**config.mk**
```make
export PLATFORM = sky130hd
export DESIGN_NAME = overheat_protection_monitor
export DESIGN_NICKNAME = d
export VERILOG_FILES = /design/src/core/overheat_protection_monitor.v
export VERILOG_INCLUDE_DIRS = /design/src /design/src/core
export SDC_FILE = /design/constraint.sdc
export NUM_CORES = 1
export LEC_CHECK = 0
export ABC_AREA = 0
export BUFFER_PORTS_ARGS = -buffer_cell sky130_fd_sc_hd__buf_2
export CORE_UTILIZATION = 68
export DETAILED_ROUTE_END_ITERATION = 7
export PLACE_DENSITY = 0.93
export SLEW_MARGIN = 20
export SYNTH_ARGS = -nofsm -noshare
export SYNTH_HDL_FRONTEND = slang
export SYNTH_SLANG_ARGS = --single-unit
export TNS_END_PERCENT = 50
```
**constraint.sdc**
```tcl
create_clock -name clk_sys -period 11 [get_ports clk_sys]
set_clock_uncertainty 0.2 [all_clocks]
set_input_delay 2.2 -clock clk_sys [delete_from_list [all_inputs] [get_ports clk_sys]]
set_output_delay 2.2 -clock clk_sys [all_outputs]
set_load 0.02 [all_outputs]
```
**src/core/overheat_map.vh**
```
// Contract
// [RULE1] Source select 1 uses the motor's built-in sensor and its stored thresholds.
// [RULE2] Motor mode: temperature above warning threshold raises the overheat warning event.
// [RULE3] Motor mode: temperature above alarm threshold raises the overheat alarm event.
// [RULE4] Motor mode: open or shorted thermal input line raises the overheat alarm.
// [RULE5] Motor mode ignores programmable alarm, warning and filter settings.
// [RULE6] Select 2 monitors negative machine voltage, select 3 positive machine voltage.
// [RULE7] Alarm voltage threshold 0 to 500 in 0.01 V, default 250, immediate.
// [RULE8] Warning threshold 0 to 100 percent, default 100, immediate.
// [RULE9] Alarm filter time 0 to 65535 seconds, default 0, immediate.
// [RULE10] Outside circuit should present negative voltage so line faults stay detectable.
// [RULE11] Negative machine mode alarms on line fault; positive machine mode does not.
// [RULE12] Warning is percent of alarm level; alarm only after filter time persists.
`ifndef OVERHEAT_MAP_VH
`define OVERHEAT_MAP_VH
// ----------------------------------------
// Register offsets
// ----------------------------------------
`define OH_ADDR_SELECT 4'h0
`define OH_ADDR_ALARM_LVL 4'h1
`define OH_ADDR_WARN_PCT 4'h2
`define OH_ADDR_FILTER 4'h3
`define OH_ADDR_STATUS 4'h4
`define OH_ADDR_MASK 4'h5
`define OH_ADDR_LIVE 4'h6
// ----------------------------------------
// Reset values and limits
// ----------------------------------------
`define OH_SELECT_RST 2'h0
`define OH_ALARM_LVL_RST 16'h00fa
`define OH_WARN_PCT_RST 16'h0064
`define OH_FILTER_RST 16'h0000
`define OH_ALARM_LVL_MAX 16'h01f4
`define OH_WARN_PCT_MAX 16'h0064
`define OH_MASK_RST 3'h0
// ----------------------------------------
// Source select codes
// ----------------------------------------
`define OH_SEL_OFF 2'h0
`define OH_SEL_MOTOR 2'h1
`define OH_SEL_NEG 2'h2
`define OH_SEL_POS 2'h3
// ----------------------------------------
// Status bit positions
// ----------------------------------------
`define OH_BIT_WARN 0
`define OH_BIT_ALARM 1
`define OH_BIT_FAULT 2
// ----------------------------------------
// Timing and percent scale
// ----------------------------------------
`define OH_CLK_HZ 125000000
`define OH_PCT_FULL 100
`endif

```
**src/core/overheat_protection_monitor.v**
```verilog
`timescale 1ns/1ps
`default_nettype none
`include "overheat_map.vh"
module overheat_protection_monitor #(
	parameter integer TICKS_PER_SEC = `OH_CLK_HZ
) (
	input wire clk_sys,
	input wire rst_n,
	input wire [3:0] regAddr,
	input wire [15:0] regWrData,
	input wire regWrite,
	input wire regRead,
	output reg [15:0] regRdData,
	input wire [15:0] thermalInput,
	input wire lineFaultIn,
	input wire motorWarnIn,
	input wire motorAlarmIn,
	output reg overheatWarningEvent,
	output reg overheatAlarmEvent,
	output wire irq
);
	// ----------------------------------------
	// Pin synchronisers
	// ----------------------------------------
	reg [15:0] thermMeta_q, thermSync_q;
	reg [2:0] pinMeta_q, pinSync_q;
	always @(posedge clk_sys or negedge rst_n) begin
		if (!rst_n) begin
			thermMeta_q <= 16'h0000;
			thermSync_q <= 16'h0000;
			pinMeta_q <= 3'h0;
			pinSync_q <= 3'h0;
		end else begin
			thermMeta_q <= thermalInput;
			thermSync_q <= thermMeta_q;
			pinMeta_q <= {motorAlarmIn, motorWarnIn, lineFaultIn};
			pinSync_q <= pinMeta_q;
		end
	end
	wire faultS = pinSync_q[0];
	wire motorWarnS = pinSync_q[1];
	wire motorAlarmS = pinSync_q[2];
	// ----------------------------------------
	// Registers
	// ----------------------------------------
	reg [1:0] select_q;
	reg [15:0] alarmLevel_q, warnPct_q, filterSec_q;
	reg [2:0] status_q, mask_q;
	function [15:0] clampTo;
		input [15:0] v;
		input [15:0] lim;
		begin
			clampTo = (v > lim) ? lim : v;
		end
	endfunction
	wire wrHit = regWrite;
	reg [2:0] events;
	always @(posedge clk_sys or negedge rst_n) begin
		if (!rst_n) begin
			select_q <= `OH_SELECT_RST;
			alarmLevel_q <= `OH_ALARM_LVL_RST; // [RULE7]
			warnPct_q <= `OH_WARN_PCT_RST; // [RULE8]
			filterSec_q <= `OH_FILTER_RST; // [RULE9]
			mask_q <= `OH_MASK_RST;
		end else if (wrHit) begin
			case (regAddr)
				`OH_ADDR_SELECT: select_q <= regWrData[1:0];
				`OH_ADDR_ALARM_LVL: alarmLevel_q <= clampTo(regWrData, `OH_ALARM_LVL_MAX); // [RULE7]
				`OH_ADDR_WARN_PCT: warnPct_q <= clampTo(regWrData, `OH_WARN_PCT_MAX); // [RULE8]
				`OH_ADDR_FILTER: filterSec_q <= regWrData; // [RULE9]
				`OH_ADDR_MASK: mask_q <= regWrData[2:0];
				default: begin
				end
			endcase
		end
	end
	// ----------------------------------------
	// Machine sensing
	// ----------------------------------------
	// Input is signed hundredths of a volt; negative mode flips it
	wire signed [16:0] thermSigned = {thermSync_q[15], thermSync_q};
	wire signed [16:0] magnitude = (select_q == `OH_SEL_NEG) ? -thermSigned : thermSigned; // [RULE6]
	// Warning level as percent of alarm level, compared without dividing
	wire [31:0] warnScaled = alarmLevel_q * warnPct_q; // [RULE12]
	wire [31:0] magScaled = {15'h0000, magnitude} * `OH_PCT_FULL;
	wire magPos = !magnitude[16];
	wire machWarn = magPos && (magScaled >= warnScaled); // [RULE12]
	wire machOver = magPos && ({15'h0000, magnitude} >= {16'h0000, alarmLevel_q});
	wire machMode = (select_q == `OH_SEL_NEG) || (select_q == `OH_SEL_POS); // [RULE6]
	wire motorMode = (select_q == `OH_SEL_MOTOR); // [RULE1]
	// Positive mode can't tell a fault from a cold sensor
	wire faultAlarm = faultS && (motorMode || select_q == `OH_SEL_NEG); // [RULE4] [RULE11]
	// ----------------------------------------
	// Alarm filter
	// ----------------------------------------
	reg [31:0] tick_q;
	reg [15:0] secs_q;
	wire filterDone = (secs_q >= filterSec_q); // [RULE12]
	always @(posedge clk_sys or negedge rst_n) begin
		if (!rst_n) begin
			tick_q <= 32'h0;
			secs_q <= 16'h0;
		end else if (!(machMode && machOver)) begin
			tick_q <= 32'h0;
			secs_q <= 16'h0;
		end else if (!filterDone) begin
			if (tick_q == TICKS_PER_SEC - 1) begin
				tick_q <= 32'h0;
				secs_q <= secs_q + 16'h0001; // [RULE9]
			end else begin
				tick_q <= tick_q + 32'h1;
			end
		end
	end
	// ----------------------------------------
	// Events
	// ----------------------------------------
	wire warnNow = motorMode ? motorWarnS : (machMode && machWarn); // [RULE2] [RULE5]
	wire alarmNow = motorMode ? (motorAlarmS || faultAlarm) : // [RULE3] [RULE4] [RULE5]
		(machMode && ((machOver && filterDone) || faultAlarm)); // [RULE11] [RULE12]
	always @* begin
		events = 3'h0;
		events[`OH_BIT_WARN] = warnNow;
		events[`OH_BIT_ALARM] = alarmNow;
		events[`OH_BIT_FAULT] = faultAlarm;
	end
	always @(posedge clk_sys or negedge rst_n) begin
		if (!rst_n) begin
			overheatWarningEvent <= 1'b0;
			overheatAlarmEvent <= 1'b0;
			status_q <= 3'h0;
		end else begin
			overheatWarningEvent <= warnNow;
			overheatAlarmEvent <= alarmNow;
			// Set wins over write-one-to-clear
			if (wrHit && regAddr == `OH_ADDR_STATUS) begin
				status_q <= (status_q & ~regWrData[2:0]) | events;
			end else begin
				status_q <= status_q | events;
			end
		end
	end
	assign irq = |(status_q & mask_q);
	// ----------------------------------------
	// Read port
	// ----------------------------------------
	always @(posedge clk_sys or negedge rst_n) begin
		if (!rst_n) begin
			regRdData <= 16'h0000;
		end else if (regRead) begin
			case (regAddr)
				`OH_ADDR_SELECT: regRdData <= {14'h0000, select_q};
				`OH_ADDR_ALARM_LVL: regRdData <= alarmLevel_q;
				`OH_ADDR_WARN_PCT: regRdData <= warnPct_q;
				`OH_ADDR_FILTER: regRdData <= filterSec_q;
				`OH_ADDR_STATUS: regRdData <= {13'h0000, status_q};
				`OH_ADDR_MASK: regRdData <= {13'h0000, mask_q};
				`OH_ADDR_LIVE: regRdData <= {13'h0000, faultAlarm, alarmNow, warnNow};
				default: regRdData <= 16'h0000;
			endcase
		end else begin
			regRdData <= 16'h0000;
		end
	end
endmodule
`default_nettype wire

```
==> run_results.csv, run 1 <==
group,metric,value,unit
outcome,run_status,"complete, no violations",
clock_network,cts_hold_repair.buffers,0,
timing,rsz0062_at_grt,"no",
timing,final_hold_fails,0,
final_layout,multi_input_comb_area,12800,um^2
global_route,grt_first_pass_wirelength,76.8,mm
synth,top_post_synthesis_cells_by_area,"sky130_fd_sc_hd__fa_1, sky130_fd_sc_hd__dfrtp_1, sky130_fd_sc_hd__ha_1, sky130_fd_sc_hd__inv_1, sky130_fd_sc_hd__nand2_1",
timing,worstMarginPinSlew,1030,ps
synth,synth.net_count,2500,
pwr,powerDensity,203,nW/um^2
setup_path,timing.rr.start,"warnPct_q[3]",
synth,synth.yosys.warnings,0,
setup_path,worst-endpoint-arrival,7950,ps
setup_path,critPathCaptureType,"flop",
placed_design,hpwlAfterDp,34.9,mm
setup_path,setup.reg_to_reg.worst_slack,3170,ps
routing,drc_errors,0,
global_route,grt_antenna_before_repair,0,
global_route,grt_util_all_layers,35.0,%
final_layout,drive_gt1_share,6.61,%
routing,drtAntennaViolNets,0,
timing,summed_negative_setup_slack_over_all_endpoints,0,ps
setup_path,path_max_fanout,18,
timing,final_period_minus_worst_setup_slack,7830,ps
floorplanning,coreArea,26400,um^2
final_layout,fill_cells,1720,
global_route,grt.overflow.total,0,
synth,async_reset_ff_share,100,%
placed_design,routabilityCongestion,0.937,
clock_network,worst_skew_pair.late_latency,440,ps
floorplanning,die-width,167,um
pwr,irDropWorstVdd,0.174,mV
setup_path,cp_data_required_time,11110,ps
routing,post_drt_via_cell_ratio,6.16,
flow_run,cap_viol_max_count,0,
timing,final_max_slew_viol_count,0,
pwr,p_sw,1870,uW
synth,syn-cell-area,18500,um^2
final_layout,layout_commonest_cell,"sky130_fd_sc_hd__inv_1",
synth,synthDominantAreaCellType,"sky130_fd_sc_hd__fa_1",
global_route,grt_start_max_net_pins,90,
clock_network,cts_tree,"built",
floorplanning,initial_utilization,70.0,%
final_layout,syn2layout_area_growth,5.94,%
routing,dr.first_iter.drc_count,1501,
min_path,holdCritPathClass,"flop to flop",
synth,synthesis.area_per_instance,9.08,um^2
routing,drt-pass1-iter-count,6,
setup_path,timing.critical_path.from,"warnPct_q[3]",
clock_network,cts_resized,0,
placed_design,detailedPlace.worstSlack,3350,ps
clock_network,clk_root_buf,"sky130_fd_sc_hd__clkbuf_16",
timing,clock.fmax,128,MHz
pwr,switching_fraction_of_total_power,47.0,%
synth,top_area_cell_type_share_of_the_netlist_area,22.3,%
clock_network,cts_num_sinks,160,
timing,setup_viol,0,
timing,relSlewSlack,30.8,%
clock_network,cts_buf_count,17,
setup_path,startpoint_kind_of_the_worst_setup_timing_path,"flop",
synth,ys_types,82,
synth,synth.yosys.seq_area_share,21.8,%
final_layout,seqCellArea,4020,um^2
timing,timing.final.crit_share,71.2,%
pwr,sequentialPowerShare,17.7,%
timing,finalWorstSetupSlack,3170,ps
final_layout,num-nets-final,2511,
clock_network,clk_transition_reported_paths,70,ps
synth,synth-edff-count,0,
setup_path,timing.rr.end,"status_q[0]",
final_layout,antenna_diode_instance_count,0,
setup_path,endpoint,"status_q[0]",
routing,post_drt_wl_per_cell,19.4,um
setup_path,worst-setup-path-type,"flop to flop",
clock_network,clk_path_buf_depth,2,
synth,leading_register_cell_type_out_of_synthesis,"sky130_fd_sc_hd__dfrtp_1",
floorplanning,placement_rows,59,
routing,postRouteWirelength,46.5,mm
synth,syn_inst,2032,
pwr,clkPwrFrac,15.7,%
final_layout,mostFrequentLayoutCells,"sky130_fd_sc_hd__inv_1, sky130_fd_sc_hd__nand2_1, sky130_fd_sc_hd__ha_1, sky130_fd_sc_hd__fa_1, sky130_fd_sc_hd__dfrtp_1",
final_layout,stdcell_count,2391,
clock_network,htreeDepth,4,
pwr,static-leakage-power,0.0101,uW
floorplanning,die_height,167,um
global_route,number_of_global_route_vias_before_repair,15543,
pwr,comb_power_share,66.6,%
synth,flip_flop_and_latch_count_after_synthesis,160,
placed_design,portBuffers,61,
routing,vias,14731,
floorplanning,design.portCount,62,
setup_path,rr_worst_depth,27,
floorplanning,die_area,27800,um^2
pwr,fin_total_pwr,3970,uW
placed_design,placed_cells_incl_taps,2359,
pwr,internal_power,2110,uW
clock_network,cts_post_setup_buffers_inserted,0,
metrics by stage:
stage               hold WS (ps)  instance area (um^2)  util [%]
finish                       141                 19600      74.2
global route                 154                 19600      74.2
CTS                          147                 19600      74.2
detailed placement           135                 18900      71.8
global placement             133                 18900      71.8
floorplan                    131                 18500         -
worst min-delay path by stage:
| stage | from | endpoint | slack (ps) | depth (start not counted) |
|---|---|---|---|---|
| finish | thermMeta_q[15] | thermSync_q[15] | 140 | 0 |
| global route | thermMeta_q[13] | thermSync_q[13] | 150 | 0 |
| CTS | thermMeta_q[15] | thermSync_q[15] | 150 | 0 |
| detailed placement | thermMeta_q[12] | thermSync_q[12] | 130 | 0 |
| global placement | thermMeta_q[4] | thermSync_q[4] | 130 | 0 |
| floorplan | pinMeta_q[0] | pinSync_q[0] | 130 | 0 |
power groups by stage:
stage                     Clock, uW  Combinational (uW)  Sequential (uW)
after floorplan                   0                1960              669
final                           625                2650              702
after CTS                       623                2620              698
after global routing            646                2990              706
after global placement            0                2420              704
after detailed placement          0                2580              707
Yosys cell counts (7+ instances only):
library cell and n:
sky130_fd_sc_hd__a211oi_1 13, sky130_fd_sc_hd__a21o_1 33, sky130_fd_sc_hd__a21oi_1 72, sky130_fd_sc_hd__a22o_1 8, sky130_fd_sc_hd__a22oi_1 15, sky130_fd_sc_hd__a31oi_1 8
sky130_fd_sc_hd__and2_1 131, sky130_fd_sc_hd__and3_1 17, sky130_fd_sc_hd__clkbuf_1 65, sky130_fd_sc_hd__dfrtp_1 151, sky130_fd_sc_hd__dfstp_2 9, sky130_fd_sc_hd__fa_1 206
sky130_fd_sc_hd__ha_1 219, sky130_fd_sc_hd__inv_1 356, sky130_fd_sc_hd__nand2_1 237, sky130_fd_sc_hd__nand2b_1 12, sky130_fd_sc_hd__nand3_1 24, sky130_fd_sc_hd__nand4_1 13
sky130_fd_sc_hd__nor2_1 96, sky130_fd_sc_hd__nor2b_1 17, sky130_fd_sc_hd__nor3_1 28, sky130_fd_sc_hd__nor4_1 8, sky130_fd_sc_hd__o21a_1 7, sky130_fd_sc_hd__o21ai_0 68
sky130_fd_sc_hd__or3_1 8, sky130_fd_sc_hd__xnor2_1 60, sky130_fd_sc_hd__xor2_1 36
logic make-up (layout without fill, tap and decap cells):
logic type | Yosys count | count (layout) | synth area share, %
buf+inv | 429 | 453 | 8.80
xor+xnor | 96 | 96 | 4.56
mux | 8 | 8 | 0.522
compound gates | 290 | 290 | 10.4
fa+ha+maj | 425 | 425 | 37.2
simple gates | 624 | 624 | 16.8
flops | 160 | 160 | 21.8
area by class of cell:
class | instances | share of cell area (%)
Clock buffer | 19 | 2.32
Clock inverter | 13 | 0.851
Inverter | 356 | 6.83
Multi-Input combinational cell | 1443 | 65.6
Sequential cell | 160 | 20.5
Tap cell | 335 | 2.14
Timing Repair Buffer | 65 | 1.77
critical path, stage by stage, from the launching register on:
cell and delay [ps]:
sky130_fd_sc_hd__dfrtp_1 870, sky130_fd_sc_hd__nand2_1 180, sky130_fd_sc_hd__fa_1 600, sky130_fd_sc_hd__fa_1 450
sky130_fd_sc_hd__fa_1 540, sky130_fd_sc_hd__inv_1 50, sky130_fd_sc_hd__fa_1 470, sky130_fd_sc_hd__fa_1 540
sky130_fd_sc_hd__inv_1 70, sky130_fd_sc_hd__fa_1 550, sky130_fd_sc_hd__inv_1 50, sky130_fd_sc_hd__ha_1 330
sky130_fd_sc_hd__a21oi_1 160, sky130_fd_sc_hd__o21ai_0 170, sky130_fd_sc_hd__a21oi_1 310, sky130_fd_sc_hd__o21bai_1 140
sky130_fd_sc_hd__a31o_2 260, sky130_fd_sc_hd__a21oi_1 170, sky130_fd_sc_hd__xor2_1 170, sky130_fd_sc_hd__ha_1 270
sky130_fd_sc_hd__nand4_1 120, sky130_fd_sc_hd__nor2_1 70, sky130_fd_sc_hd__a211oi_1 270, sky130_fd_sc_hd__o21ai_0 120
sky130_fd_sc_hd__o211ai_1 240, sky130_fd_sc_hd__nor4_1 80, sky130_fd_sc_hd__o211ai_1 170, sky130_fd_sc_hd__nand3_1 110
per-layer routing:
metal | wire (um) | GRT usage, %
met1 | 17800 | 43.8
met2 | 22800 | 59.2
met3 | 3730 | 5.94
met4 | 2170 | 16.7
met5 | 0 | 0
state kept, by name (all words and copies together), names as in the netlist:
register              count
tick_q                   32
alarmLevel_q             16
overheatWarningEvent      1
regRdData                16
thermMeta_q              16
thermSync_q              16
warnPct_q                16
secs_q                   16
select_q                  2
mask_q                    3
pinMeta_q                 3
filterSec_q              16
status_q                  3
pinSync_q                 3
overheatAlarmEvent        1
Power figures use the tool's default switching activity.
==> run 2, diff against run 1 <==
--- a/config.mk
+++ b/config.mk
@@ -8,9 +8,9 @@
 export LEC_CHECK = 0
 export ABC_AREA = 0
 export BUFFER_PORTS_ARGS = -buffer_cell sky130_fd_sc_hd__buf_2
-export CORE_UTILIZATION = 68
+export CORE_UTILIZATION = 65
 export DETAILED_ROUTE_END_ITERATION = 7
-export PLACE_DENSITY = 0.93
+export PLACE_DENSITY = 0.9
 export SLEW_MARGIN = 20
 export SYNTH_ARGS = -nofsm -noshare
 export SYNTH_HDL_FRONTEND = slang
==> constraint.sdc (replaced) <==
create_clock -name clk_sys -period 7.5 [get_ports clk_sys]
set_clock_uncertainty 0.2 [all_clocks]
set_input_delay 1.5 -clock clk_sys [delete_from_list [all_inputs] [get_ports clk_sys]]
set_output_delay 1.5 -clock clk_sys [all_outputs]
set_load 0.02 [all_outputs]
==> run 2 against run 1 <==
Effect of this change:
- the flow now finishes with violations (setup timing)
- global-route usage is 0.57 points lower
- critical path type unchanged
- critical path depth is 1 higher
- count of clock-buffer cells in the layout is 2 lower
- final area is 5.2% higher
- non-clock buffer count is 78 higher
- die area is 4.6% higher
- sequential share of layout area is 0.88 points lower
==> run_results.csv, run 2 (synthesis results as in run 1) <==
group,metric,value,unit
outcome,run_status,"finished with violations",
outcome,violated_checks,"setup timing",
clock_network,htreeDepth,4,
final_layout,syn2layout_area_growth,11.5,%
final_layout,number_of_flip_flops_under_the_largest_register_name,32,
setup_path,setup.reg_to_reg.worst_slack,-130,ps
final_layout,num-nets-final,2589,
placed_design,routabilityCongestion,0.952,
min_path,hp-start,"thermMeta_q[5]",
setup_path,cpPeakStageDelay,660,ps
routing,drtAntennaViolNets,0,
setup_path,critPathCaptureType,"flop",
pwr,sequentialPowerShare,15.7,%
clock_network,cts_num_sinks,160,
setup_path,rr_worst_depth,28,
setup_path,worst_path_max_delay_cell,"sky130_fd_sc_hd__dfstp_4",
final_layout,finalInstanceArea,20600,um^2
global_route,grt.overflow.total,0,
setup_path,worst-endpoint-arrival,7800,ps
clock_network,clk_path_buf_depth,2,
floorplanning,placement_rows,61,
timing,setup_viol,3,
final_layout,mostFrequentLayoutCells,"sky130_fd_sc_hd__inv_1, sky130_fd_sc_hd__nand2_1, sky130_fd_sc_hd__ha_1, sky130_fd_sc_hd__fa_1, sky130_fd_sc_hd__dfrtp_1",
global_route,grt_first_pass_wirelength,77.5,mm
final_layout,antenna_diode_instance_count,0,
routing,post_drt_via_cell_ratio,6.14,
flow_run,cap_viol_max_count,0,
final_layout,drive_gt1_share,13.3,%
placed_design,hpwlAfterDp,36.2,mm
routing,drc_errors,0,
min_path,holdCritPathClass,"flop to flop",
routing,post_drt_wl_per_cell,20.1,um
setup_path,startpoint_kind_of_the_worst_setup_timing_path,"flop",
placed_design,dpl-instance-area,19200,um^2
timing,relSlewSlack,28.5,%
timing,finalWorstSetupSlack,-131,ps
final_layout,registers.top_by_ff_count,"tick_q",
clock_network,cts_buf_count,17,
timing,final_max_slew_viol_count,0,
floorplanning,coreArea,27900,um^2
min_path,min_delay_path_depth,0,
pwr,switching_fraction_of_total_power,47.1,%
routing,drt-pass1-iter-count,6,
setup_path,timing.critical_path.from,"warnPct_q[2]",
pwr,irDropWorstVdd,0.434,mV
clock_network,worst_skew_pair.late_latency,440,ps
routing,dr.first_iter.drc_count,1789,
global_route,grt_antenna_before_repair,1,
pwr,internal_power,3320,uW
final_layout,final_core_utilization,73.9,%
final_layout,layout_commonest_cell,"sky130_fd_sc_hd__inv_1",
floorplanning,design.portCount,62,
placed_design,portBuffers,61,
setup_path,cp_data_required_time,7670,ps
pwr,comb_power_share,70.5,%
clock_network,cts_tree,"built",
setup_path,worst-setup-path-type,"flop to flop",
global_route,number_of_global_route_vias_before_repair,15553,
global_route,grt_util_all_layers,34.4,%
timing,final_period_minus_worst_setup_slack,7630,ps
timing,worstMarginPinSlew,1060,ps
pwr,clkPwrFrac,13.8,%
setup_path,critPathMostFrequentCell,"sky130_fd_sc_hd__fa_1",
clock_network,clk_root_buf,"sky130_fd_sc_hd__clkbuf_16",
floorplanning,die_area,29100,um^2
timing,clock.fmax,131,MHz
timing,rsz0062_at_grt,"yes",
pwr,p_sw,2960,uW
floorplanning,die_height,171,um
routing,vias,15422,
clock_network,clk_transition_reported_paths,70,ps
pwr,static-leakage-power,0.0105,uW
routing,postRouteWirelength,50.5,mm
timing,timing.final.crit_share,102,%
floorplanning,die-width,171,um
timing,final_hold_fails,0,
floorplanning,initial_utilization,66.3,%
setup_path,timing.rr.start,"warnPct_q[2]",
clock_network,cts_hold_repair.buffers,0,
timing,summed_negative_setup_slack_over_all_endpoints,-354,ps
global_route,grt_start_max_net_pins,83,
pwr,powerDensity,305,nW/um^2
setup_path,path_max_fanout,7,
run 2: cell count changes in the layout (fill, tap and decap cells not counted), moves of 11 or more:
cell,before,now
sky130_fd_sc_hd__a21oi_1,72,59
sky130_fd_sc_hd__a21oi_2,1,12
sky130_fd_sc_hd__buf_4,3,71
sky130_fd_sc_hd__dfrtp_1,151,140
sky130_fd_sc_hd__dfrtp_2,0,11
sky130_fd_sc_hd__ha_1,219,206
sky130_fd_sc_hd__ha_4,0,11
run 2: final timing paths:
path                                   end
max in group asynchronous  filterSec_q[10]
hold reg to reg             thermSync_q[5]
setup / recovery               status_q[0]
setup reg to reg               status_q[0]
min in group asynchronous     regRdData[6]
hold / removal              thermSync_q[5]
run 2: cell type report:
type / instances / area [um^2]
repair buffers: 143 / 980
fillers: 1785 / 7280
clock inverters: 15 / 163
clock buffers: 17 / 425
multi-input cells: 1443 / 13200
well taps: 378 / 473
flip-flops and latches: 160 / 4040
inverters: 356 / 1340
run 2: layer usage:
metal	vias to the layer above	global-route usage [%]	part of all wire [%]
li1	6707	-	-
met1	7513	44.2	36
met2	959	58.2	48
met3	241	5.92	10
met4	2	13.4	5.1
met5	-	0	0.026
run 2: power groups by stage:
| stage | combinational [uW] | sequential (uW) | clock, uW |
|---|---|---|---|
| 4_1_cts | 3830 | 991 | 868 |
| 2_1_floorplan | 2870 | 981 | 0 |
| 3_5_place_dp | 3770 | 1010 | 0 |
| 5_1_grt | 4900 | 992 | 897 |
| 6_report | 4430 | 987 | 864 |
| 3_3_place_gp | 3550 | 1000 | 0 |
run 2: timing repair:
item	CTS	global route
pin swaps	0	63
setup endpoints to repair	3	3
resized for setup	2	101
buffers inserted	0	44
run 2: critical path: cells and delay by family, from the launching register on:
family / cells / cell delay, ps
and+or+nand+nor: 5 / 920
xor gates and xnor gates: 1 / 140
adders and majority gates: 8 / 3660
buffers and inverters: 5 / 520
AOI/OAI and AO/OA: 9 / 1470
DFF: 1 / 660
run 2: through the flow:
| step | setup WS (ps) | power [uW] | hold slack (ps) | std cells |
|---|---|---|---|---|
| 4_1_cts | 5.09 | 5680 | 143 | 2468 |
| 3_5_place_dp | -9.84 | 4770 | 135 | 2436 |
| 3_3_place_gp | 172 | 4550 | 133 | 2436 |
| 5_1_grt | -292 | 6790 | 154 | 2512 |
| 2_1_floorplan | 355 | 3850 | 131 | 2032 |
| 6_report | -131 | 6280 | 145 | 2512 |
==> run 3, diff against run 2 <==
--- a/config.mk
+++ b/config.mk
@@ -6,7 +6,7 @@
 export SDC_FILE = /design/constraint.sdc
 export NUM_CORES = 1
 export LEC_CHECK = 0
-export ABC_AREA = 0
+export ABC_AREA = 1
 export BUFFER_PORTS_ARGS = -buffer_cell sky130_fd_sc_hd__buf_2
 export CORE_UTILIZATION = 65
 export DETAILED_ROUTE_END_ITERATION = 7
==> run 3 against run 2 <==
Effect of this change:
- the flow finishes with violations (DRC)
- wire length is 13% higher
- die area increased by 7.6%
- first-iteration DRC count grew 15%
- final area is 4.2% higher
- sequential power barely moved
- via count rose by 16%
- largest cell class unchanged
==> run_results.csv, run 3 <==
group,metric,value,unit
routing,dr.first_iter.drc_count,2055,
timing,clock.fmax,139,MHz
synth,top_area_cell_type_share_of_the_netlist_area,20.8,%
routing,drtAntennaViolNets,0,
clock_network,worst_skew_pair.late_latency,450,ps
synth,synthMuxAreaShare,0,%
timing,finalWorstSetupSlack,309,ps
synth,post_synth_xor_area_fraction,3.66,%
flow_run,cap_viol_max_count,0,
setup_path,timing.rr.end,"regRdData[0]",
final_layout,layout_commonest_cell,"sky130_fd_sc_hd__nand2_1",
setup_path,critPathMostFrequentCell,"sky130_fd_sc_hd__nand2_1",
global_route,grt_first_pass_wirelength,90.2,mm
synth,top_post_synthesis_cells_by_area,"sky130_fd_sc_hd__fa_1, sky130_fd_sc_hd__dfrtp_1, sky130_fd_sc_hd__ha_1, sky130_fd_sc_hd__nand2_1, sky130_fd_sc_hd__inv_1",
pwr,p_sw,2600,uW
clock_network,htreeDepth,4,
pwr,fin_total_pwr,5280,uW
routing,post_drt_wl_per_cell,18.4,um
routing,maxUsedRoutingLayer,"met5",
floorplanning,coreArea,29900,um^2
synth,synth-edff-count,0,
setup_path,path_max_fanout,8,
synth,syn-cell-area,19900,um^2
placed_design,portBuffers,61,
synth,synthesized_area_fraction_occupied_by_adder_cells,34.5,%
routing,drt-pass1-iter-count,8,
routing,postRouteWirelength,56.9,mm
synth,post-synth-top-count-cell,"sky130_fd_sc_hd__nand2_1",
global_route,grt.overflow.total,0,
final_layout,number_of_flip_flops_under_the_largest_register_name,32,
floorplanning,initial_utilization,66.5,%
synth,async_reset_ff_share,100,%
pwr,clkPwrFrac,16.7,%
timing,timing.final.crit_share,95.9,%
floorplanning,placement_rows,63,
synth,flip_flop_and_latch_count_after_synthesis,160,
routing,post_drt_via_cell_ratio,5.80,
synth,synth_top_family_by_area,"adder cells",
setup_path,cp_data_required_time,7680,ps
final_layout,num-nets-final,3151,
setup_path,critPathCaptureType,"flop",
final_layout,registers.top_by_ff_count,"tick_q",
setup_path,endpoint,"regRdData[0]",
global_route,grt_start_max_net_pins,106,
timing,worstMarginPinSlew,1030,ps
global_route,number_of_global_route_vias_before_repair,17752,
floorplanning,die_area,31300,um^2
setup_path,worst_path_max_delay_cell,"sky130_fd_sc_hd__dfstp_4",
routing,vias,17886,
synth,ys_types,49,
final_layout,syn2layout_area_growth,7.91,%
setup_path,setup.reg_to_reg.worst_slack,310,ps
setup_path,timing.rr.start,"alarmLevel_q[4]",
min_path,holdCritPathClass,"flop to flop",
setup_path,startpoint_kind_of_the_worst_setup_timing_path,"flop",
pwr,irDropWorstVdd,0.269,mV
routing,dr_wl_met3,5.94,mm
clock_network,clk_path_buf_depth,2,
clock_network,cts_num_sinks,160,
global_route,grt_util_all_layers,37.4,%
synth,syn_inst,2637,
pwr,sequentialPowerShare,19.1,%
synth,synthDominantAreaCellType,"sky130_fd_sc_hd__fa_1",
floorplanning,die_height,177,um
final_layout,antenna_diode_instance_count,0,
floorplanning,die-width,177,um
synth,synth.yosys.seq_area_share,20.2,%
global_route,grt_antenna_before_repair,1,
timing,final_period_minus_worst_setup_slack,7190,ps
synth,leading_register_cell_type_out_of_synthesis,"sky130_fd_sc_hd__dfrtp_1",
pwr,comb_power_share,64.2,%
pwr,internal_power,2680,uW
timing,final_hold_fails,0,
synth,yosys.area_share.simple,20.3,%
setup_path,worst-setup-path-type,"flop to flop",
floorplanning,design.portCount,62,
outcome,run_status,"finished with violations",
synth,synth.net_count,3105,
clock_network,cts_buf_count,17,
placed_design,hpwlAfterDp,44.9,mm
synth,synthTopCellsByCount,"sky130_fd_sc_hd__nand2_1, sky130_fd_sc_hd__inv_1, sky130_fd_sc_hd__ha_1, sky130_fd_sc_hd__fa_1, sky130_fd_sc_hd__dfrtp_1",
clock_network,clk_root_buf,"sky130_fd_sc_hd__clkbuf_16",
clock_network,clk_transition_reported_paths,80,ps
final_layout,mostFrequentLayoutCells,"sky130_fd_sc_hd__nand2_1, sky130_fd_sc_hd__inv_1, sky130_fd_sc_hd__ha_1, sky130_fd_sc_hd__fa_1, sky130_fd_sc_hd__dfrtp_1",
routing,route.layer.met1.wl,22.0,mm
pwr,static-leakage-power,0.0122,uW
synth,synth.yosys.warnings,0,
setup_path,cpPeakStageDelay,710,ps
synth,synthesis.area_per_instance,7.53,um^2
setup_path,worst-endpoint-arrival,7370,ps
setup_path,timing.critical_path.from,"alarmLevel_q[4]",
timing,setup_viol,0,
timing,relSlewSlack,31.1,%
outcome,violated_checks,"DRC",
pwr,switching_fraction_of_total_power,49.3,%
synth,synth_compound_gate_area_share,6.71,%
placed_design,detailedPlace.worstSlack,164,ps
final_layout,fill_cells,2117,
clock_network,cts_hold_repair.buffers,0,
timing,summed_negative_setup_slack_over_all_endpoints,0,ps
final_layout,drive_gt1_share,7.64,%
timing,final_max_slew_viol_count,0,
routing,detailroute.wirelength.met2,26.1,mm
placed_design,routabilityCongestion,1.01,
pwr,powerDensity,246,nW/um^2
routing,drc_errors,12,
setup_path,rr_worst_depth,32,
timing,hold_ws,151,ps
clock_network,cts_tree,"built",
==> run 3: logic make-up after synthesis <==
group                      after synthesis
buffers and inverters                  761
AOI/OAI and AO/OA                      225
and+or+nand+nor                        983
xor gates and xnor gates                83
DFF                                    160
adders and majority gates              425
==> run 3: how the worst min path moves through the flow <==
stage                          startpoint              end  slack [ps]  depth (start not counted)
after CTS                  thermMeta_q[4]   thermSync_q[4]         150                          0
after global routing       thermMeta_q[3]   thermSync_q[3]         160                          0
after floorplan              pinMeta_q[0]     pinSync_q[0]         130                          0
after detailed placement  thermMeta_q[14]  thermSync_q[14]         130                          0
after global placement       pinMeta_q[1]     pinSync_q[1]         130                          0
final                     thermMeta_q[14]  thermSync_q[14]         150                          0
==> run 3: power by group through the flow <==
stage	Clock, uW	Combinational (uW)	Sequential [uW]
2_1_floorplan	0	2430	970
3_3_place_gp	0	3060	1020
3_5_place_dp	0	3210	1030
4_1_cts	874	3250	1010
5_1_grt	909	3840	1010
6_report	881	3390	1010
==> run 3: area by class of cell <==
cell class | count | area [um^2] | share of cell area [%]
clock buffer | 17 | 425 | 1.98
clock inverter | 15 | 171 | 0.800
inverter | 672 | 2520 | 11.8
multi-input combinational | 1716 | 13000 | 60.8
sequential | 160 | 4050 | 18.9
tap | 390 | 488 | 2.28
timing repair buffer | 116 | 741 | 3.45
==> run 3: through the flow <==
stage                     utilization, %  std cells  area [um^2]
final                               71.8       3086        21400
after global routing                71.8       3086        21400
after global placement              68.9       3037        20600
after floorplan                        -       2637        19900
after CTS                           70.9       3069        21200
after detailed placement            68.9       3037        20600
==> run 3: repair_timing <==
item,CTS,global route
setup buffers,0,17
resized for setup,0,37
endpoints found under the hold margin,0,0
endpoints found under the setup margin,0,3
==> run 3: routing by layer <==
layer	up-vias	GRT usage, %
li1	8056	-
met3	241	6.79
met2	1116	59.8
met1	8471	49.6
met5	-	0
met4	2	17.3
==> run 3: worst max-delay path, delay by kind of cell, from the launching register on <==
family	cells	cell delay, ps
xor gates and xnor gates	1	180
AOI/OAI and AO/OA	3	390
adders and majority gates	8	3610
DFF	1	710
and+or+nand+nor	14	1510
buffers and inverters	6	510
